==> src/cfgl_pkg.sv <==
// Constants shared by the configuration word loader files.
// Assumes a 24-bit flash word and a 24-bit table address space.
package cfgl_pkg;

    // Word and address widths
    localparam int          CFGL_WORD_W      = 24;
    localparam int          CFGL_ADDR_W      = 24;
    localparam int          CFGL_NUM_WORDS   = 3;

    // Table addresses of the volatile configuration registers
    localparam logic [23:0] CFGL_SPACE_BASE  = 24'h800000;
    localparam logic [23:0] CFGL_CW1_ADDR    = 24'hf80000;
    localparam logic [23:0] CFGL_CW2_ADDR    = 24'hf80002;
    localparam logic [23:0] CFGL_CW3_ADDR    = 24'hf80004;

    // Flash address of the first word; later words sit 2 below each
    localparam logic [23:0] CFGL_FLASH_TOP   = 24'h00abfe;
    localparam logic [23:0] CFGL_FLASH_STEP  = 24'h000002;

    // Unprogrammed value of every word
    localparam logic [23:0] CFGL_UNPROG      = 24'hffffff;

    // Bits that read as one whatever is stored
    localparam logic [23:0] CFGL_CW1_ONES    = 24'hff0020;
    localparam logic [23:0] CFGL_CW2_ONES    = 24'hff0000;
    localparam logic [23:0] CFGL_CW3_ONES    = 24'hff1f00;

    // Program-once bits a table write may clear
    localparam logic [23:0] CFGL_CW1_PO      = 24'h007bdf;
    localparam logic [23:0] CFGL_CW2_PO      = 24'h00fffb;
    localparam logic [23:0] CFGL_CW3_PO      = 24'h00e0ff;

    // Field positions of word one
    localparam int          CFGL_B_SCAN      = 14;
    localparam int          CFGL_B_RDPROT    = 13;
    localparam int          CFGL_B_WRPROT    = 12;
    localparam int          CFGL_B_DEBUG     = 11;
    localparam int          CFGL_B_PAIR_HI   = 9;
    localparam int          CFGL_B_PAIR_LO   = 8;
    localparam int          CFGL_B_WDT_EN    = 7;
    localparam int          CFGL_B_WIN_OFF   = 6;
    localparam int          CFGL_B_PRESCALE  = 4;
    localparam int          CFGL_B_POST_HI   = 3;

    // Emulator pin pair codes
    localparam logic [1:0]  CFGL_PAIR_ONE    = 2'h3;
    localparam logic [1:0]  CFGL_PAIR_TWO    = 2'h2;
    localparam logic [1:0]  CFGL_PAIR_THREE  = 2'h1;

    // Loader states
    typedef enum logic [1:0]
    {
        CFGL_ST_ISSUE = 2'b00,
        CFGL_ST_WAIT  = 2'b01,
        CFGL_ST_DONE  = 2'b10
    } cfgl_state_e;

endpackage

==> src/cfgl_fetch_if.sv <==
// Carrier between the register owner and the flash word reader.
// Assumes both ends run on the same clock.
`timescale 1ns/100ps
interface cfgl_fetch_if;
    logic        restart;    // Pulse: begin a fresh load
    logic        word_valid; // Pulse: a word has arrived
    logic [1:0]  word_idx;   // Index of the arriving word
    logic [23:0] word_data;  // Arriving word
    logic        done;       // Pulse: all words delivered

    // Reader side
    modport reader (input restart, output word_valid, word_idx,
                    output word_data, done);
    // Register owner side
    modport owner  (output restart, input word_valid, word_idx,
                    input word_data, done);
endinterface

==> src/cfgl_flash_reader.sv <==
// Reads the packed configuration words from the top of flash.
// Assumes the flash answers on the same clock with a valid strobe.
`timescale 1ns/100ps
module cfgl_flash_reader
    import cfgl_pkg::*;
(
    // Clock and reset
    input  wire logic        clk_i,
    input  wire logic        rst_n_i,
    // Carrier to the register owner
    cfgl_fetch_if.reader     fetch,
    // Flash read port
    output logic             flash_rd_o,
    output logic [23:0]      flash_addr_o,
    input  wire logic [23:0] flash_data_i,
    input  wire logic        flash_valid_i
);

    cfgl_state_e state_q;    // Sequencer state
    logic [1:0]  idx_q;      // Word being fetched

    // Sequencer: reset itself starts a load, so every reset reloads
    always_ff @(posedge clk_i or negedge rst_n_i)
    begin
        if (!rst_n_i)
        begin
            state_q <= CFGL_ST_ISSUE;
            idx_q   <= 2'h0;
        end
        else if (fetch.restart)
        begin
            // Any later reset source restarts from the first word
            state_q <= CFGL_ST_ISSUE;
            idx_q   <= 2'h0;
        end
        else
        begin
            case (state_q)
                CFGL_ST_ISSUE: state_q <= CFGL_ST_WAIT;
                CFGL_ST_WAIT:
                begin
                    if (flash_valid_i)
                    begin
                        // Last word ends the load
                        if (idx_q == 2'(CFGL_NUM_WORDS - 1))
                            state_q <= CFGL_ST_DONE;
                        else
                        begin
                            state_q <= CFGL_ST_ISSUE;
                            idx_q   <= idx_q + 2'h1;
                        end
                    end
                end
                CFGL_ST_DONE:  state_q <= CFGL_ST_DONE;
                default:       state_q <= CFGL_ST_DONE;
            endcase
        end
    end

    // Flash strobe and address; word one at the highest address
    always_ff @(posedge clk_i or negedge rst_n_i)
    begin
        if (!rst_n_i)
        begin
            flash_rd_o   <= 1'b0;
            flash_addr_o <= 24'h000000;
        end
        else if (fetch.restart)
            flash_rd_o   <= 1'b0;
        else if (state_q == CFGL_ST_ISSUE)
        begin
            flash_rd_o   <= 1'b1;
            flash_addr_o <= CFGL_FLASH_TOP
                            - (CFGL_FLASH_STEP * {22'h0, idx_q});
        end
        else if (flash_valid_i)
            flash_rd_o   <= 1'b0;
    end

    // Word delivery and completion pulses
    always_ff @(posedge clk_i or negedge rst_n_i)
    begin
        if (!rst_n_i)
        begin
            fetch.word_valid <= 1'b0;
            fetch.word_idx   <= 2'h0;
            fetch.word_data  <= 24'h000000;
            fetch.done       <= 1'b0;
        end
        else
        begin
            fetch.word_valid <= 1'b0;
            fetch.done       <= 1'b0;
            if (!fetch.restart && state_q == CFGL_ST_WAIT
                && flash_valid_i)
            begin
                fetch.word_valid <= 1'b1;
                fetch.word_idx   <= idx_q;
                fetch.word_data  <= flash_data_i;
                fetch.done       <= (idx_q == 2'(CFGL_NUM_WORDS - 1));
            end
        end
    end

endmodule

==> src/cfgl_loader.sv <==
// Configuration word loader: copies the flash configuration words into
// volatile registers on every reset, decodes word one, and serves
// table reads and writes of the configuration space.
// Assumes flash, table port and reset requests share CLK_I; the
// boundary-scan programming flag arrives from a pin.
//
// Summary of operation
// - Programmed bit reads zero, unprogrammed reads one
// - Config registers from F80000h, table access only
// - Volatile registers sourced from top flash words
// - Every reset reloads the configuration words
// - Upper byte and bit 5 read one, writes ignored
// - Erased words load zero, enabling code protection
// - Fields program-once, default one; bit 15 unknown
// - Bit 14 enables scan port, not scan-writable
// - Bit 13 clear enables read protection
// - Bit 12 clear disables program memory writes
// - Bit 11 clear resets into debug mode
// - Bits 9-8 pick emulator pin pair; 00 reserved
// - Bit 7 set enables the watchdog
// - Bit 6 clear selects windowed watchdog
// - Bit 4 picks prescale 1:128 or 1:32
// - Bits 3-0 pick power-of-two postscale
`timescale 1ns/100ps
module cfgl_loader
    import cfgl_pkg::*;
(
    // Clock and reset
    input  wire logic        CLK_I,
    input  wire logic        RST_N_I,
    // Other device reset sources, one-cycle pulse
    input  wire logic        DEV_RST_REQ_I,
    // Flash read port
    output logic             FLASH_RD_O,
    output logic [23:0]      FLASH_ADDR_O,
    input  wire logic [23:0] FLASH_DATA_I,
    input  wire logic        FLASH_VALID_I,
    // Table read and write port
    input  wire logic        TBL_REQ_I,
    input  wire logic        TBL_WR_I,
    input  wire logic [23:0] TBL_ADDR_I,
    input  wire logic [23:0] TBL_WDATA_I,
    output logic             TBL_ACK_O,
    output logic [23:0]      TBL_RDATA_O,
    // Programming path flag from a pin
    input  wire logic        SCAN_PROG_ACTIVE_I,
    // Reset hold towards the core
    output logic             CORE_RST_HOLD_O,
    // Decoded word one
    output logic             SCAN_PORT_ENABLE_O,
    output logic             READ_PROTECT_ON_O,
    output logic             PROG_WRITE_ALLOW_O,
    output logic             DEBUG_ENTRY_O,
    output logic             PROGRAM_PIN_PAIR_ONE_O,
    output logic             PROGRAM_PIN_PAIR_TWO_O,
    output logic             PROGRAM_PIN_PAIR_THREE_O,
    output logic             PIN_PAIR_RESERVED_O,
    output logic             WATCHDOG_ENABLE_O,
    output logic             WATCHDOG_WINDOWED_O,
    output logic             WATCHDOG_PRESCALE_128_O,
    output logic [15:0]      WATCHDOG_POSTSCALE_O
);

    // Volatile configuration registers, one per flash word
    logic [23:0] cfg_q [CFGL_NUM_WORDS];
    // Carrier to the flash word reader
    cfgl_fetch_if fetch ();
    // Scan programming flag synchroniser
    logic        scan_meta_q;
    logic        scan_sync_q;
    // Visible word one, fixed bits forced
    logic [23:0] word_one;

    // Address decode shared by table read and write
    function automatic logic [2:0] cfg_slot(input logic [23:0] addr);
        logic [2:0] hit;
        hit = 3'h0;
        if (addr == CFGL_CW1_ADDR)
            hit = 3'h1;
        else if (addr == CFGL_CW2_ADDR)
            hit = 3'h2;
        else if (addr == CFGL_CW3_ADDR)
            hit = 3'h4;
        return hit;
    endfunction

    // Bits that read as one in a given word
    function automatic logic [23:0] ones_mask(input int idx);
        logic [23:0] m;
        m = CFGL_CW3_ONES;
        if (idx == 0)
            m = CFGL_CW1_ONES;
        else if (idx == 1)
            m = CFGL_CW2_ONES;
        return m;
    endfunction

    // Program-once bits of a given word
    function automatic logic [23:0] po_mask(input int idx);
        logic [23:0] m;
        m = CFGL_CW3_PO;
        if (idx == 0)
            m = CFGL_CW1_PO;
        else if (idx == 1)
            m = CFGL_CW2_PO;
        return m;
    endfunction

    // Restart the load on any other reset source
    assign fetch.restart = DEV_RST_REQ_I;

    // The flash word reader
    cfgl_flash_reader u_reader
    (
        .clk_i         (CLK_I),
        .rst_n_i       (RST_N_I),
        .fetch         (fetch),
        .flash_rd_o    (FLASH_RD_O),
        .flash_addr_o  (FLASH_ADDR_O),
        .flash_data_i  (FLASH_DATA_I),
        .flash_valid_i (FLASH_VALID_I)
    );

    // Two-stage synchroniser; the flag comes straight from a pin
    always_ff @(posedge CLK_I or negedge RST_N_I)
    begin
        if (!RST_N_I)
        begin
            scan_meta_q <= 1'b0;
            scan_sync_q <= 1'b0;
        end
        else
        begin
            scan_meta_q <= SCAN_PROG_ACTIVE_I;
            scan_sync_q <= scan_meta_q;
        end
    end

    // Core reset hold: released only by the reader's done pulse
    always_ff @(posedge CLK_I or negedge RST_N_I)
    begin
        if (!RST_N_I)
            CORE_RST_HOLD_O <= 1'b1;
        else if (DEV_RST_REQ_I)
            CORE_RST_HOLD_O <= 1'b1;
        else if (fetch.done)
            CORE_RST_HOLD_O <= 1'b0;
    end

    // Configuration registers, one process per word
    generate
        for (genvar g = 0; g < CFGL_NUM_WORDS; g++)
        begin : g_word
            always_ff @(posedge CLK_I or negedge RST_N_I)
            begin
                if (!RST_N_I)
                    // Unprogrammed value until the load fills it
                    cfg_q[g] <= CFGL_UNPROG;
                else if (fetch.word_valid
                         && fetch.word_idx == 2'(g))
                    // Erased flash loads zeros unchanged
                    cfg_q[g] <= fetch.word_data;
                else if (TBL_REQ_I && TBL_WR_I && !CORE_RST_HOLD_O
                         && (cfg_slot(TBL_ADDR_I) & (3'h1 << g)) != 3'h0)
                begin
                    // Program-once: a write can only clear bits,
                    // so ones written have no effect
                    if (g == 0 && scan_sync_q)
                        cfg_q[g] <= cfg_q[g] & (TBL_WDATA_I
                            | ~po_mask(g)
                            | (24'h1 << CFGL_B_SCAN));
                    else
                        cfg_q[g] <= cfg_q[g]
                            & (TBL_WDATA_I | ~po_mask(g));
                end
            end
        end
    endgenerate

    // Word one as seen by software and decode
    assign word_one = cfg_q[0] | CFGL_CW1_ONES;

    // Table answer; refused without acknowledge while loading
    always_ff @(posedge CLK_I or negedge RST_N_I)
    begin
        if (!RST_N_I)
        begin
            TBL_ACK_O   <= 1'b0;
            TBL_RDATA_O <= 24'h000000;
        end
        else
        begin
            TBL_ACK_O <= TBL_REQ_I && !CORE_RST_HOLD_O;
            if (TBL_REQ_I && !TBL_WR_I && !CORE_RST_HOLD_O)
            begin
                // Unmapped space reads zero
                TBL_RDATA_O <= 24'h000000;
                for (int i = 0; i < CFGL_NUM_WORDS; i++)
                    if ((cfg_slot(TBL_ADDR_I) & (3'h1 << i)) != 3'h0)
                        TBL_RDATA_O <= cfg_q[i] | ones_mask(i);
            end
        end
    end

    // Scan port, protection and debug entry decode
    always_ff @(posedge CLK_I or negedge RST_N_I)
    begin
        if (!RST_N_I)
        begin
            SCAN_PORT_ENABLE_O <= 1'b1;
            READ_PROTECT_ON_O  <= 1'b0;
            PROG_WRITE_ALLOW_O <= 1'b1;
            DEBUG_ENTRY_O      <= 1'b0;
        end
        else
        begin
            SCAN_PORT_ENABLE_O <= word_one[CFGL_B_SCAN];
            // Zero, as left by an erase, protects everything
            READ_PROTECT_ON_O  <= ~word_one[CFGL_B_RDPROT];
            // Set is taken as permitting writes
            PROG_WRITE_ALLOW_O <= word_one[CFGL_B_WRPROT];
            DEBUG_ENTRY_O      <= ~word_one[CFGL_B_DEBUG];
        end
    end

    // Emulator pin pair decode; reserved code selects no pair
    always_ff @(posedge CLK_I or negedge RST_N_I)
    begin
        if (!RST_N_I)
        begin
            PROGRAM_PIN_PAIR_ONE_O   <= 1'b1;
            PROGRAM_PIN_PAIR_TWO_O   <= 1'b0;
            PROGRAM_PIN_PAIR_THREE_O <= 1'b0;
            PIN_PAIR_RESERVED_O      <= 1'b0;
        end
        else
        begin
            PROGRAM_PIN_PAIR_ONE_O   <= word_one[CFGL_B_PAIR_HI:
                CFGL_B_PAIR_LO] == CFGL_PAIR_ONE;
            PROGRAM_PIN_PAIR_TWO_O   <= word_one[CFGL_B_PAIR_HI:
                CFGL_B_PAIR_LO] == CFGL_PAIR_TWO;
            PROGRAM_PIN_PAIR_THREE_O <= word_one[CFGL_B_PAIR_HI:
                CFGL_B_PAIR_LO] == CFGL_PAIR_THREE;
            PIN_PAIR_RESERVED_O      <= word_one[CFGL_B_PAIR_HI:
                CFGL_B_PAIR_LO] == 2'h0;
        end
    end

    // Watchdog decode
    always_ff @(posedge CLK_I or negedge RST_N_I)
    begin
        if (!RST_N_I)
        begin
            WATCHDOG_ENABLE_O       <= 1'b1;
            WATCHDOG_WINDOWED_O     <= 1'b0;
            WATCHDOG_PRESCALE_128_O <= 1'b1;
            WATCHDOG_POSTSCALE_O    <= 16'h8000;
        end
        else
        begin
            WATCHDOG_ENABLE_O       <= word_one[CFGL_B_WDT_EN];
            // Window mode only means something with the dog on
            WATCHDOG_WINDOWED_O     <= word_one[CFGL_B_WDT_EN]
                                       & ~word_one[CFGL_B_WIN_OFF];
            WATCHDOG_PRESCALE_128_O <= word_one[CFGL_B_PRESCALE];
            // One-hot divide ratio: 1 << code
            WATCHDOG_POSTSCALE_O    <= 16'h0001
                << word_one[CFGL_B_POST_HI:0];
        end
    end

endmodule

==> config.mk <==
export PLATFORM = sky130hd
export DESIGN_NAME = cfgl_loader
export DESIGN_NICKNAME = d
export VERILOG_FILES = /design/src/cfgl_pkg.sv /design/src/cfgl_fetch_if.sv /design/src/cfgl_flash_reader.sv /design/src/cfgl_loader.sv
export SDC_FILE = /design/constraint.sdc
export NUM_CORES = 1
export LEC_CHECK = 0
export ABC_AREA = 1
export ABC_CLOCK_PERIOD_IN_PS = 2000
export BUFFER_PORTS_ARGS = -buffer_cell sky130_fd_sc_hd__buf_2
export CORE_MARGIN = 5
export CORE_UTILIZATION = 58
export DETAILED_ROUTE_END_ITERATION = 7
export GPL_TIMING_DRIVEN = 0
export PLACE_DENSITY = 0.92
export SLEW_MARGIN = 20
export SYNTH_ARGS = -nofsm -noshare
export SYNTH_HDL_FRONTEND = slang
export SYNTH_HIERARCHICAL = 1
export SYNTH_SLANG_ARGS = --single-unit
export TNS_END_PERCENT = 1
==> constraint.sdc <==
create_clock -name CLK_I -period 2 [get_ports CLK_I]
set_input_delay 0.1 -clock CLK_I [delete_from_list [all_inputs] [get_ports CLK_I]]
set_output_delay 0.1 -clock CLK_I [all_outputs]
set_load 0.02 [all_outputs]
Yosys cells after proc, flatten, opt, wreduce, memory -nomap -nowiden
Cells that the tools add are included.
{"block": "totals", "ff_bits": 184, "inputBits": 79, "output_inout_bits": 78, "wordCells": 118}
{"block": "op_classes", "n_addsub": 2, "n_eq_ne": 12, "n_shift": 1, "muxes": 36, "bitwise": 11, "n_reduce_logical": 28}
{"cell": "$mux 24", "count": 14}
{"cell": "$and 24x24->24", "count": 4}
{"cell": "$eq 24x24->1 const B", "count": 3}
{"cell": "$or 24x24->24", "count": 2}
{"cell": "$sub 16x3->17 const A", "count": 1}
{"cell": "$mux 2", "count": 8}
{"cell": "$shl 1x4->16 const A", "count": 1}
{"cell": "$mux 3", "count": 5}
{"cell": "$logic_and 1x1->1", "count": 13}
{"cell": "$reduce_bool 2->1", "count": 6}
{"cell": "$eq 2x2->1 const B", "count": 4}
{"cell": "$mux 1", "count": 8}
{"cell": "$eq 2x1->1 const B", "count": 3}
{"cell": "$logic_not 2->1", "count": 3}
{"cell": "$not 1->1", "count": 4}
{"cell": "$pmux 2 s2", "count": 1}
{"cell": "$logic_not 1->1", "count": 3}
{"cell": "$ne 3x3->1 const B", "count": 1}
{"cell": "$reduce_and 3->1", "count": 1}
{"cell": "$reduce_bool 3->1", "count": 1}
{"cell": "$add 2x1->2 const B", "count": 1}
{"cell": "$ne 2x2->1 const B", "count": 1}
{"cell": "$reduce_and 2->1", "count": 1}
{"cell": "$and 1x1->1", "count": 1}

Logic depth before layout (Yosys ltp)
Gate-level depths: netlist of run 1.
{"block": "depth", "depth_word": 11, "ltp_mapped": 10, "mapped_depth_nobuf": 10}

Modules after synthesis
Netlist of run 1, hierarchy kept.
{"mod": "cfgl_loader", "n_inst": 1, "cells_per_inst": 550, "area_each_um2": 4421.7, "seq_area_each_um2": 2313.5}
{"mod": "cfgl_flash_reader", "n_inst": 1, "cells_per_inst": 184, "area_each_um2": 1681.6, "seq_area_each_um2": 900.9}

Worst setup path after synthesis of run 1
No wires, ideal clock.
{"block": "synth_timing", "path_type": "reg2reg", "startpoint": "register CORE_RST_HOLD_O", "endpoint": "register TBL_RDATA_O[22]", "setup_time_ps": 129, "arrival_time_ps": 1320, "required_ps": 1871, "setup_slack_ps": 552, "stages_incl_launch_ff": 6, "path_buffers": 0, "synth_period_minus_slack_ps": 1448, "path_cell_list": "dfstp_2 nor2_2 nand2_1 inv_1 or2_2 a21boi_0"}
{"block": "synth_via", "elab_chain_len": 2}
{"element": "from (decl)", "line_no": "cfgl_loader.sv:48", "text": "output logic CORE_RST_HOLD_O,"}
{"element": "from (signal assigned)", "line_no": "cfgl_loader.sv:143", "text": "CORE_RST_HOLD_O <= 1'b1;"}
{"element": "from (signal assigned)", "line_no": "cfgl_loader.sv:145", "text": "CORE_RST_HOLD_O <= 1'b1;"}
{"element": "from (signal assigned)", "line_no": "cfgl_loader.sv:147", "text": "CORE_RST_HOLD_O <= 1'b0;"}
{"element": "$logic_not 1->1", "line_no": "cfgl_loader.sv:194", "text": "if (TBL_REQ_I && !TBL_WR_I && !CORE_RST_HOLD_O)"}
{"element": "$logic_and 1x1->1", "line_no": "cfgl_loader.sv:194"}
{"element": "to (signal assigned)", "line_no": "cfgl_loader.sv:200", "text": "TBL_RDATA_O <= cfg_q[i] | ones_mask(i);"}
{"element": "to (decl)", "line_no": "cfgl_loader.sv:44", "text": "output logic [23:0] TBL_RDATA_O,"}
No other way between the ends.
A chain may end at the register's enable or synchronous reset.

Worst setup path in the final report of run 1
Same ends and word-level chain as after synthesis.

==> results.py, run 1 <==
metrics = {
    "clock_tree": {
        "cts.sinks": 118,
        "h-tree-depth": 4,
        "cts_tree": "built",
        "cts_setup_buffers": 0,
        "ctsResizeCount": 0,
        "numCtsBuffers": 17,
        "clk_pin_slew_worst_paths_ns": 0.06,
        "cts_root_buffer": "clkbuf_8",
        "clockBufferDepth": 2,
        "clock_latency_ns": 0.53,
    },
    "global_routing": {
        "grt_max_degree": 79,
        "grt_pass1_wl_um": 25910,
        "grt_use_total_pct": 28.10,
        "antenna_found_initial": 0,
        "grt_pass1_vias": 5394,
        "overflow": 0,
    },
    "critical_path": {
        "crit_buf_inv": 1,
        "crit_slowest_cell": "dfstp_2",
        "arrival_ns": 2.11,
        "critPathMaxFanout": 8,
        "cpPeakStageDelay_ns": 0.55,
        "crit_cells": 5,
        "end_kind": "flip-flop",
        "startpoint_type": "flip-flop",
        "reg2reg_slack_ns": 0.28,
        "ff2ff_path_depth": 5,
        "critPathTopFamily": "simple AND/OR/NAND/NOR gates",
        "required_ns": 2.39,
        "crit_type": "flip-flop to flip-flop",
        "path_cells": "nor2_2, nand2_1, inv_1, or2_2, a21boi_0",
    },
    "routing": {
        "drtAntennaViolNets": 0,
        "routed_wl_um": 16420,
        "via_count": 5631,
        "vias_per_cell": 5.383,
        "drc": 0,
        "wl_per_cell_um": 15.70,
        "dr.first_iter.drc_count": 428,
        "drt_pass1_iterations": 5,
    },
    "layout": {
        "area_growth_pct": 31.38,
        "drive_above_1_share_pct": 30.78,
        "design_area_sq_um": 7611,
        "post-route-util_pct": 77.87,
        "layout.nets": 980,
        "antennaDiodeCount": 0,
    },
    "placement": {
        "placed_area_sq_um": 6675,
        "place.gp.congestion": 0.9305,
        "dpl_worst_slack_ns": 0.3308,
        "dp_hpwl_um": 10980,
        "io_buffer_count": 128,
    },
    "timing": {
        "fin_crit_ns": 1.725,
        "fin_ws_ns": 0.2752,
        "hold_viol": 0,
        "max_freq_mhz": 579.8,
        "rsz0062_at_grt": "false",
        "setup_tns_ns": 0,
        "final_max_slew_viol_count": 0,
        "period_share_pct": 86.24,
        "setup_viol": 0,
        "finalClockSkew_ns": 0.008888,
        "hold_ws_ns": 0.05961,
    },
    "min_path": {
        "hold_class": "input pin to asynchronous set/reset pin",
    },
    "floorplanning": {
        "core_area_sq_um": 9774,
        "io_pins": 157,
        "die_w_um": 109.9,
        "fp-row-count": 36,
        "die_area_sq_um": 12090,
        "start_util_pct": 59.27,
        "die_h_um": 109.9,
    },
    "flow_run": {
        "drv_cap": 0,
    },
    "yosys": {
        "synthesis.area_sq_um": 5793,
        "syn_inst": 702,
        "ys.warnings.count": 6,
        "syn_avg_cell_area_sq_um": 8.252,
    },
    "run_status": {
        "status": "finished, final reports clean",
    },
    "pwr": {
        "power.density_nw_per_um2": 1235,
        "peakVddDrop_v": 0.0007435,
        "p_leak_nw": 4.061,
    },
}
## final timing paths
kind / startpoint / endpoint
worst min register to register: scan_meta_q / scan_sync_q
worst min-delay path: RST_N_I / WATCHDOG_POSTSCALE_O[0]
min in group CLK_I: TBL_ADDR_I[2] / TBL_RDATA_O[5]
worst max register to register: CORE_RST_HOLD_O / TBL_RDATA_O[22]
max in group asynchronous: RST_N_I / cfg_q[7]
worst max-delay path: CORE_RST_HOLD_O / TBL_RDATA_O[22]
## metal layers
metal | global-route usage, % | vias up | wire [um]
met5 | 0 | - | 0
met2 | 47.14 | 343 | 7946
li1 | - | 2630 | -
met4 | 12.20 | 0 | 531
met1 | 35.34 | 2605 | 6352
met3 | 5.461 | 53 | 1592
## state kept, by name (all words and copies together), names as in the netlist, 2 cells and up
name / flops
TBL_RDATA_O: 17
WATCHDOG_POSTSCALE_O: 16
cfg_q: 42
u_reader/fetch.word_data: 16
u_reader/fetch.word_idx: 2
u_reader/flash_addr_o: 3
u_reader/idx_q: 2
u_reader/state_q: 2
## per-stage QoR
step	std cells	total power, mW
after floorplan	713	5.537
after global placement	974	6.336
after detailed placement	975	6.445
after CTS	1046	9.349
after global routing	1046	9.887
final	1046	9.396
## worst reg2reg max path: stages (launching register included)
cell,delay (ns)
dfstp_2,0.55
nor2_2,0.07
nand2_1,0.29
inv_1,0.22
or2_2,0.32
a21boi_0,0.13
## final cells by class
cell class / instances / area (sq um)
inverter: 71 / 266.5
fill: 644 / 2163
clock buffer: 18 / 417.9
multi-input combinational: 458 / 2140
sequential: 118 / 3014
tap: 133 / 166.4
buffer: 66 / 414.1
timing repair buffer: 168 / 1065
clock inverter: 14 / 127.6
## power breakdown
group	internal (mW)	switching, mW
Combinational	0.933	1.49
Sequential	3.49	0.698
Clock	1.65	1.13
Total	6.07	3.32
## layout by cell type (no fill, tap or decap), types with 2 or more instances in the layout
master and count:
o21bai_1 6, nor2_2 3, or2_2 2, buf_2 146, clkinv_2 3, o21ai_0 25
conb_1 12, clkinv_4 3, clkinvlp_4 4, buf_6 4, nor4_1 2, nand4_1 62
inv_1 67, nor2_4 4, dfrtp_1 69, inv_2 4, clkbuf_16 16, o21ai_1 6
nor2_1 66, dlygate4sd3_1 39, inv_6 3, buf_4 32, nand2_1 195, dfstp_2 49
nand3_1 65, clkbuf_1 13
## timing repair
action	4_1_cts	5_1_grt
endpoints found under the hold margin	143	0
setup endpoints to repair	0	0
hold buffers	39	0
Power figures use the tool's default switching activity.
==> run 2, diff against run 1 <==
CORE_MARGIN = 4   (was 5)
==> results.py, run 2 (synthesis results as in run 1) <==
metrics = {
    "critical_path": {
        "startpoint_type": "flip-flop",
        "ff2ff_path_depth": 5,
        "end_kind": "flip-flop",
        "arrival_ns": 2.15,
        "r2r-start": "u_reader/fetch.word_idx[0]",
        "critPathMaxFanout": 10,
        "reg2reg_slack_ns": 0.29,
        "crit_type": "flip-flop to flip-flop",
        "required_ns": 2.43,
        "worstReg2RegEnd": "cfg_q[30]",
    },
    "global_routing": {
        "overflow": 0,
        "grt_max_degree": 81,
        "grt_pass1_vias": 5557,
        "grt_pass1_wl_um": 26630,
        "antenna_found_initial": 0,
        "grt_use_total_pct": 29.45,
    },
    "layout": {
        "largest_register_ffs": 42,
        "area_growth_pct": 31.62,
        "largest_register": "cfg_q",
        "drive_above_1_share_pct": 30.89,
        "antennaDiodeCount": 0,
        "final_common_cell": "nand2_1",
        "reg_top3": "cfg_q x42, TBL_RDATA_O x17",
        "layout.nets": 980,
        "final_cell_mix": "nand2_1 (195), buf_2 (146), dfrtp_1 (69)",
    },
    "clock_tree": {
        "ctsResizeCount": 0,
        "cts_root_buffer": "clkbuf_8",
        "cts_setup_buffers": 0,
        "clk_pin_slew_worst_paths_ns": 0.06,
        "numCtsBuffers": 17,
        "clock_latency_ns": 0.53,
        "clockBufferDepth": 2,
        "h-tree-depth": 4,
        "cts_tree": "built",
        "hold_buffers": 39,
        "cts.sinks": 118,
    },
    "timing": {
        "slew_headroom_pct": 63.04,
        "setup_tns_ns": 0,
        "max_freq_mhz": 583.1,
        "hold_viol": 0,
        "period_share_pct": 85.75,
        "worstMarginPinSlew_ns": 0.5544,
        "final_max_slew_viol_count": 0,
        "finalClockSkew_ns": 0.008660,
        "setup_viol": 0,
        "rsz0062_at_grt": "false",
        "fin_crit_ns": 1.715,
    },
    "floorplanning": {
        "core_area_sq_um": 9729,
        "io_pins": 157,
        "die_h_um": 107.9,
        "fp-row-count": 36,
        "die_w_um": 107.9,
        "die_area_sq_um": 11650,
        "start_util_pct": 59.54,
    },
    "placement": {
        "dp_hpwl_um": 11200,
        "io_buffer_count": 128,
        "place.gp.congestion": 0.9590,
    },
    "min_path": {
        "hold_class": "input pin to asynchronous set/reset pin",
    },
    "pwr": {
        "p_total_mw": 9.525,
        "p_int_mw": 6.092,
        "swShare_pct": 36.04,
        "power.density_nw_per_um2": 1249,
        "p_leak_nw": 4.063,
        "p_sw_mw": 3.433,
        "seq_power_share_pct": 44.3,
        "peakVddDrop_v": 0.0007847,
        "p_comb_share_pct": 25.6,
        "clockPowerShare_pct": 30.1,
    },
    "routing": {
        "drt_pass1_iterations": 7,
        "via_count": 5649,
        "drc": 0,
        "routed_wl_um": 16670,
        "wl_per_cell_um": 15.94,
        "vias_per_cell": 5.401,
        "drtAntennaViolNets": 0,
        "dr.first_iter.drc_count": 469,
    },
    "run_status": {
        "status": "finished, final reports clean",
    },
    "flow_run": {
        "drv_cap": 0,
    },
}
==> run 2: cell types whose count changed in the layout (fill, tap and decap cells not counted) <==
cell,before,now
inv_8,0,1
clkbuf_1,13,12
clkinvlp_4,4,5
clkinv_2,3,1
clkinv_4,3,2
inv_6,3,5
==> run 2: metal layers <==
layer	up-vias	wire, um	track usage (%)
met2	354	8296	50.13
met1	2611	6193	35.85
li1	2629	-	-
met4	0	471	11.27
met5	-	0	0
met3	55	1709	8.000
==> run 2: worst max-delay path by stage <==
stage	from	end	slack [ns]	cells past startpoint
after floorplan	CORE_RST_HOLD_O	TBL_RDATA_O[22]	0.55	5
after global placement	RST_N_I	u_reader/flash_rd_o	-0.48	1
after detailed placement	CORE_RST_HOLD_O	TBL_RDATA_O[22]	0.37	5
after CTS	u_reader/fetch.word_idx[0]	cfg_q[30]	0.33	5
after global routing	CORE_RST_HOLD_O	TBL_RDATA_O[22]	0.22	5
final	u_reader/fetch.word_idx[0]	cfg_q[30]	0.29	5
==> run 2: area by class of cell <==
| class | instances | area, sq um |
|---|---|---|
| Tap cell | 133 | 166.4 |
| Multi-Input combinational cell | 458 | 2140 |
| Buffer | 66 | 414.1 |
| Inverter | 71 | 266.5 |
| Timing Repair Buffer | 168 | 1065 |
| Sequential cell | 118 | 3014 |
| Clock inverter | 15 | 145.1 |
| Fill cell | 669 | 2105 |
| Clock buffer | 17 | 414.1 |
==> run 2: stage by stage <==
stage               area (sq um)  hold slack [ns]  std cells  setup WS (ns)  utilization, %
global route                7625          0.06412       1046         0.2173           78.37
floorplan                   5834          -0.1956        713         0.5518               -
CTS                         7625          0.05096       1046         0.3345           78.37
finish                      7625          0.03671       1046         0.2850           78.37
detailed placement          6675          0.01838        975         0.3678           68.61
global placement            6641           0.2094        974        -0.4804           68.26
==> run 2: power by group through the flow <==
| stage | clock (mW) | sequential, mW | combinational, mW |
|---|---|---|---|
| 4_1_cts | 2.87 | 4.17 | 2.41 |
| 5_1_grt | 3.00 | 4.28 | 2.69 |
| 6_report | 2.87 | 4.22 | 2.44 |
| 3_3_place_gp | 0 | 4.15 | 2.18 |
| 3_5_place_dp | 0 | 4.18 | 2.28 |
| 2_1_floorplan | 0 | 4.17 | 1.37 |
==> run 2: worst max-delay path, stage by stage (launching register included) <==
cell and delay [ns]:
dfrtp_1 0.39, inv_1 0.10, nor3_4 0.37, inv_2 0.16, clkbuf_1 0.30, o21ai_0 0.30
==> run 3, diff against run 2 <==
BUFFER_PORTS_ARGS = -buffer_cell sky130_fd_sc_hd__clkbuf_2   (was -buffer_cell sky130_fd_sc_hd__buf_2)
==> results.py, run 3 (synthesis results as in run 1) <==
metrics = {
    "critical_path": {
        "path_cells": "nor3_2, inv_1, clkbuf_1, nand3_1, nand2_1",
        "end_kind": "flip-flop",
        "cpPeakStageDelay_ns": 0.44,
        "ff2ff_path_depth": 5,
        "required_ns": 2.45,
        "startpoint_type": "flip-flop",
        "arrival_ns": 2.18,
        "critPathMaxFanout": 10,
        "crit_slowest_cell": "dfrtp_1",
        "crit_type": "flip-flop to flip-flop",
    },
    "layout": {
        "final_common_cell": "nand2_1",
        "area_growth_pct": 32.83,
        "fillers": 649,
        "final_cell_mix": "nand2_1 (195), clkbuf_2 (127), dfrtp_1 (69)",
        "reg_top3": "cfg_q x42, TBL_RDATA_O x17",
        "layout.nets": 980,
        "design_area_sq_um": 7695,
        "antennaDiodeCount": 0,
        "drive_above_1_share_pct": 30.89,
        "largest_register_ffs": 42,
        "post-route-util_pct": 79.09,
        "largest_register": "cfg_q",
    },
    "timing": {
        "setup_viol": 0,
        "rsz0062_at_grt": "false",
        "fin_crit_ns": 1.724,
        "fin_ws_ns": 0.2759,
        "hold_ws_ns": 0.07122,
        "period_share_pct": 86.21,
        "finalClockSkew_ns": 0.01124,
        "worstMarginPinSlew_ns": 0.5771,
        "slew_headroom_pct": 61.52,
        "hold_viol": 0,
        "final_max_slew_viol_count": 0,
        "setup_tns_ns": 0,
        "max_freq_mhz": 580.0,
    },
    "routing": {
        "wl_per_cell_um": 15.96,
        "via_count": 5650,
        "drt_pass1_iterations": 8,
        "drtAntennaViolNets": 0,
        "routed.top_layer": "met4",
        "vias_per_cell": 5.402,
        "dr.first_iter.drc_count": 587,
        "met3_length_um": 1600,
        "routed_wl_um": 16700,
        "wl_met2_um": 8268,
        "drc": 0,
        "wl_met1_um": 6299,
    },
    "global_routing": {
        "overflow": 0,
        "grt_max_degree": 74,
        "antenna_found_initial": 0,
        "grt_use_total_pct": 30.05,
        "grt_pass1_vias": 5546,
        "grt_pass1_wl_um": 26940,
    },
    "placement": {
        "place.gp.congestion": 0.9583,
        "dpl_worst_slack_ns": 0.3397,
        "io_buffer_count": 128,
        "placed_area_sq_um": 6678,
        "dp_hpwl_um": 10930,
    },
    "floorplanning": {
        "die_h_um": 107.9,
        "start_util_pct": 59.54,
        "core_area_sq_um": 9729,
        "fp-row-count": 36,
        "die_area_sq_um": 11650,
        "die_w_um": 107.9,
        "io_pins": 157,
    },
    "flow_run": {
        "drv_cap": 0,
    },
    "min_path": {
        "hold_class": "input pin to asynchronous set/reset pin",
    },
    "clock_tree": {
        "clockBufferDepth": 2,
        "clk_pin_slew_worst_paths_ns": 0.06,
        "cts_tree": "built",
        "cts_root_buffer": "clkbuf_8",
        "numCtsBuffers": 17,
        "cts.sinks": 118,
        "ctsResizeCount": 0,
        "clock_latency_ns": 0.53,
        "hold_buffers": 39,
        "cts_setup_buffers": 0,
        "h-tree-depth": 4,
    },
    "pwr": {
        "peakVddDrop_v": 0.0007935,
        "p_leak_nw": 4.094,
        "power.density_nw_per_um2": 1282,
    },
    "run_status": {
        "status": "finished, final reports clean",
    },
}
run 3: cell count changes in the layout (fill, tap and decap cells not counted), sizes merged:
cell / change
inv: -4
clkinv: +1
clkbuf: +129
buf: -128
bufinv: +3
clkinvlp: -1
run 3: layout make-up:
class                           instances  area [sq um]  share of cell area (%)
Buffer                                 66         414.1                   5.382
Inverter                               71         266.5                   3.463
Timing Repair Buffer                  168          1067                   13.87
Multi-Input combinational cell        458          2140                   27.80
Sequential cell                       118          3014                   39.17
Tap cell                              133         166.4                   2.163
Clock inverter                         14         198.9                   2.585
Clock buffer                           18         427.9                   5.561
run 3: metrics by stage:
| stage | power (mW) | cells |
|---|---|---|
| 2_1_floorplan | 5.537 | 713 |
| 3_3_place_gp | 6.336 | 974 |
| 3_5_place_dp | 6.451 | 975 |
| 4_1_cts | 9.750 | 1046 |
| 5_1_grt | 10.35 | 1046 |
| 6_report | 9.868 | 1046 |
run 3: worst max-delay path: cells and delay by family (launching register included):
family	cells	cell delay, ns
flops	1	0.44
simple gates	3	0.65
buf+inv	2	0.56
run 3: path summary, 6_finish.rpt:
kind                                            startpoint              to  slack, ns
worst max-delay path            u_reader/fetch.word_idx[1]       cfg_q[57]       0.28
worst min-delay path                               RST_N_I  TBL_RDATA_O[4]       0.07
worst max register to register  u_reader/fetch.word_idx[1]       cfg_q[57]       0.28
worst min register to register                 scan_meta_q     scan_sync_q       0.35
max in group asynchronous                          RST_N_I       cfg_q[35]       1.23
min in group CLK_I                                TBL_WR_I       cfg_q[50]       0.11
run 3: report_power, final:
part           leakage [nW]  internal [mW]  switching (mW)
sequential             1.41           3.49           0.728
clock                 0.294           2.07            1.15
combinational          2.39          0.922            1.51
total                  4.09           6.48            3.39
run 3: metal layers:
metal | track usage (%) | vias to the layer above
met1 | 36.99 | 2639
met4 | 12.89 | 0
met3 | 6.866 | 48
met5 | 0 | -
li1 | - | 2632
met2 | 50.93 | 331
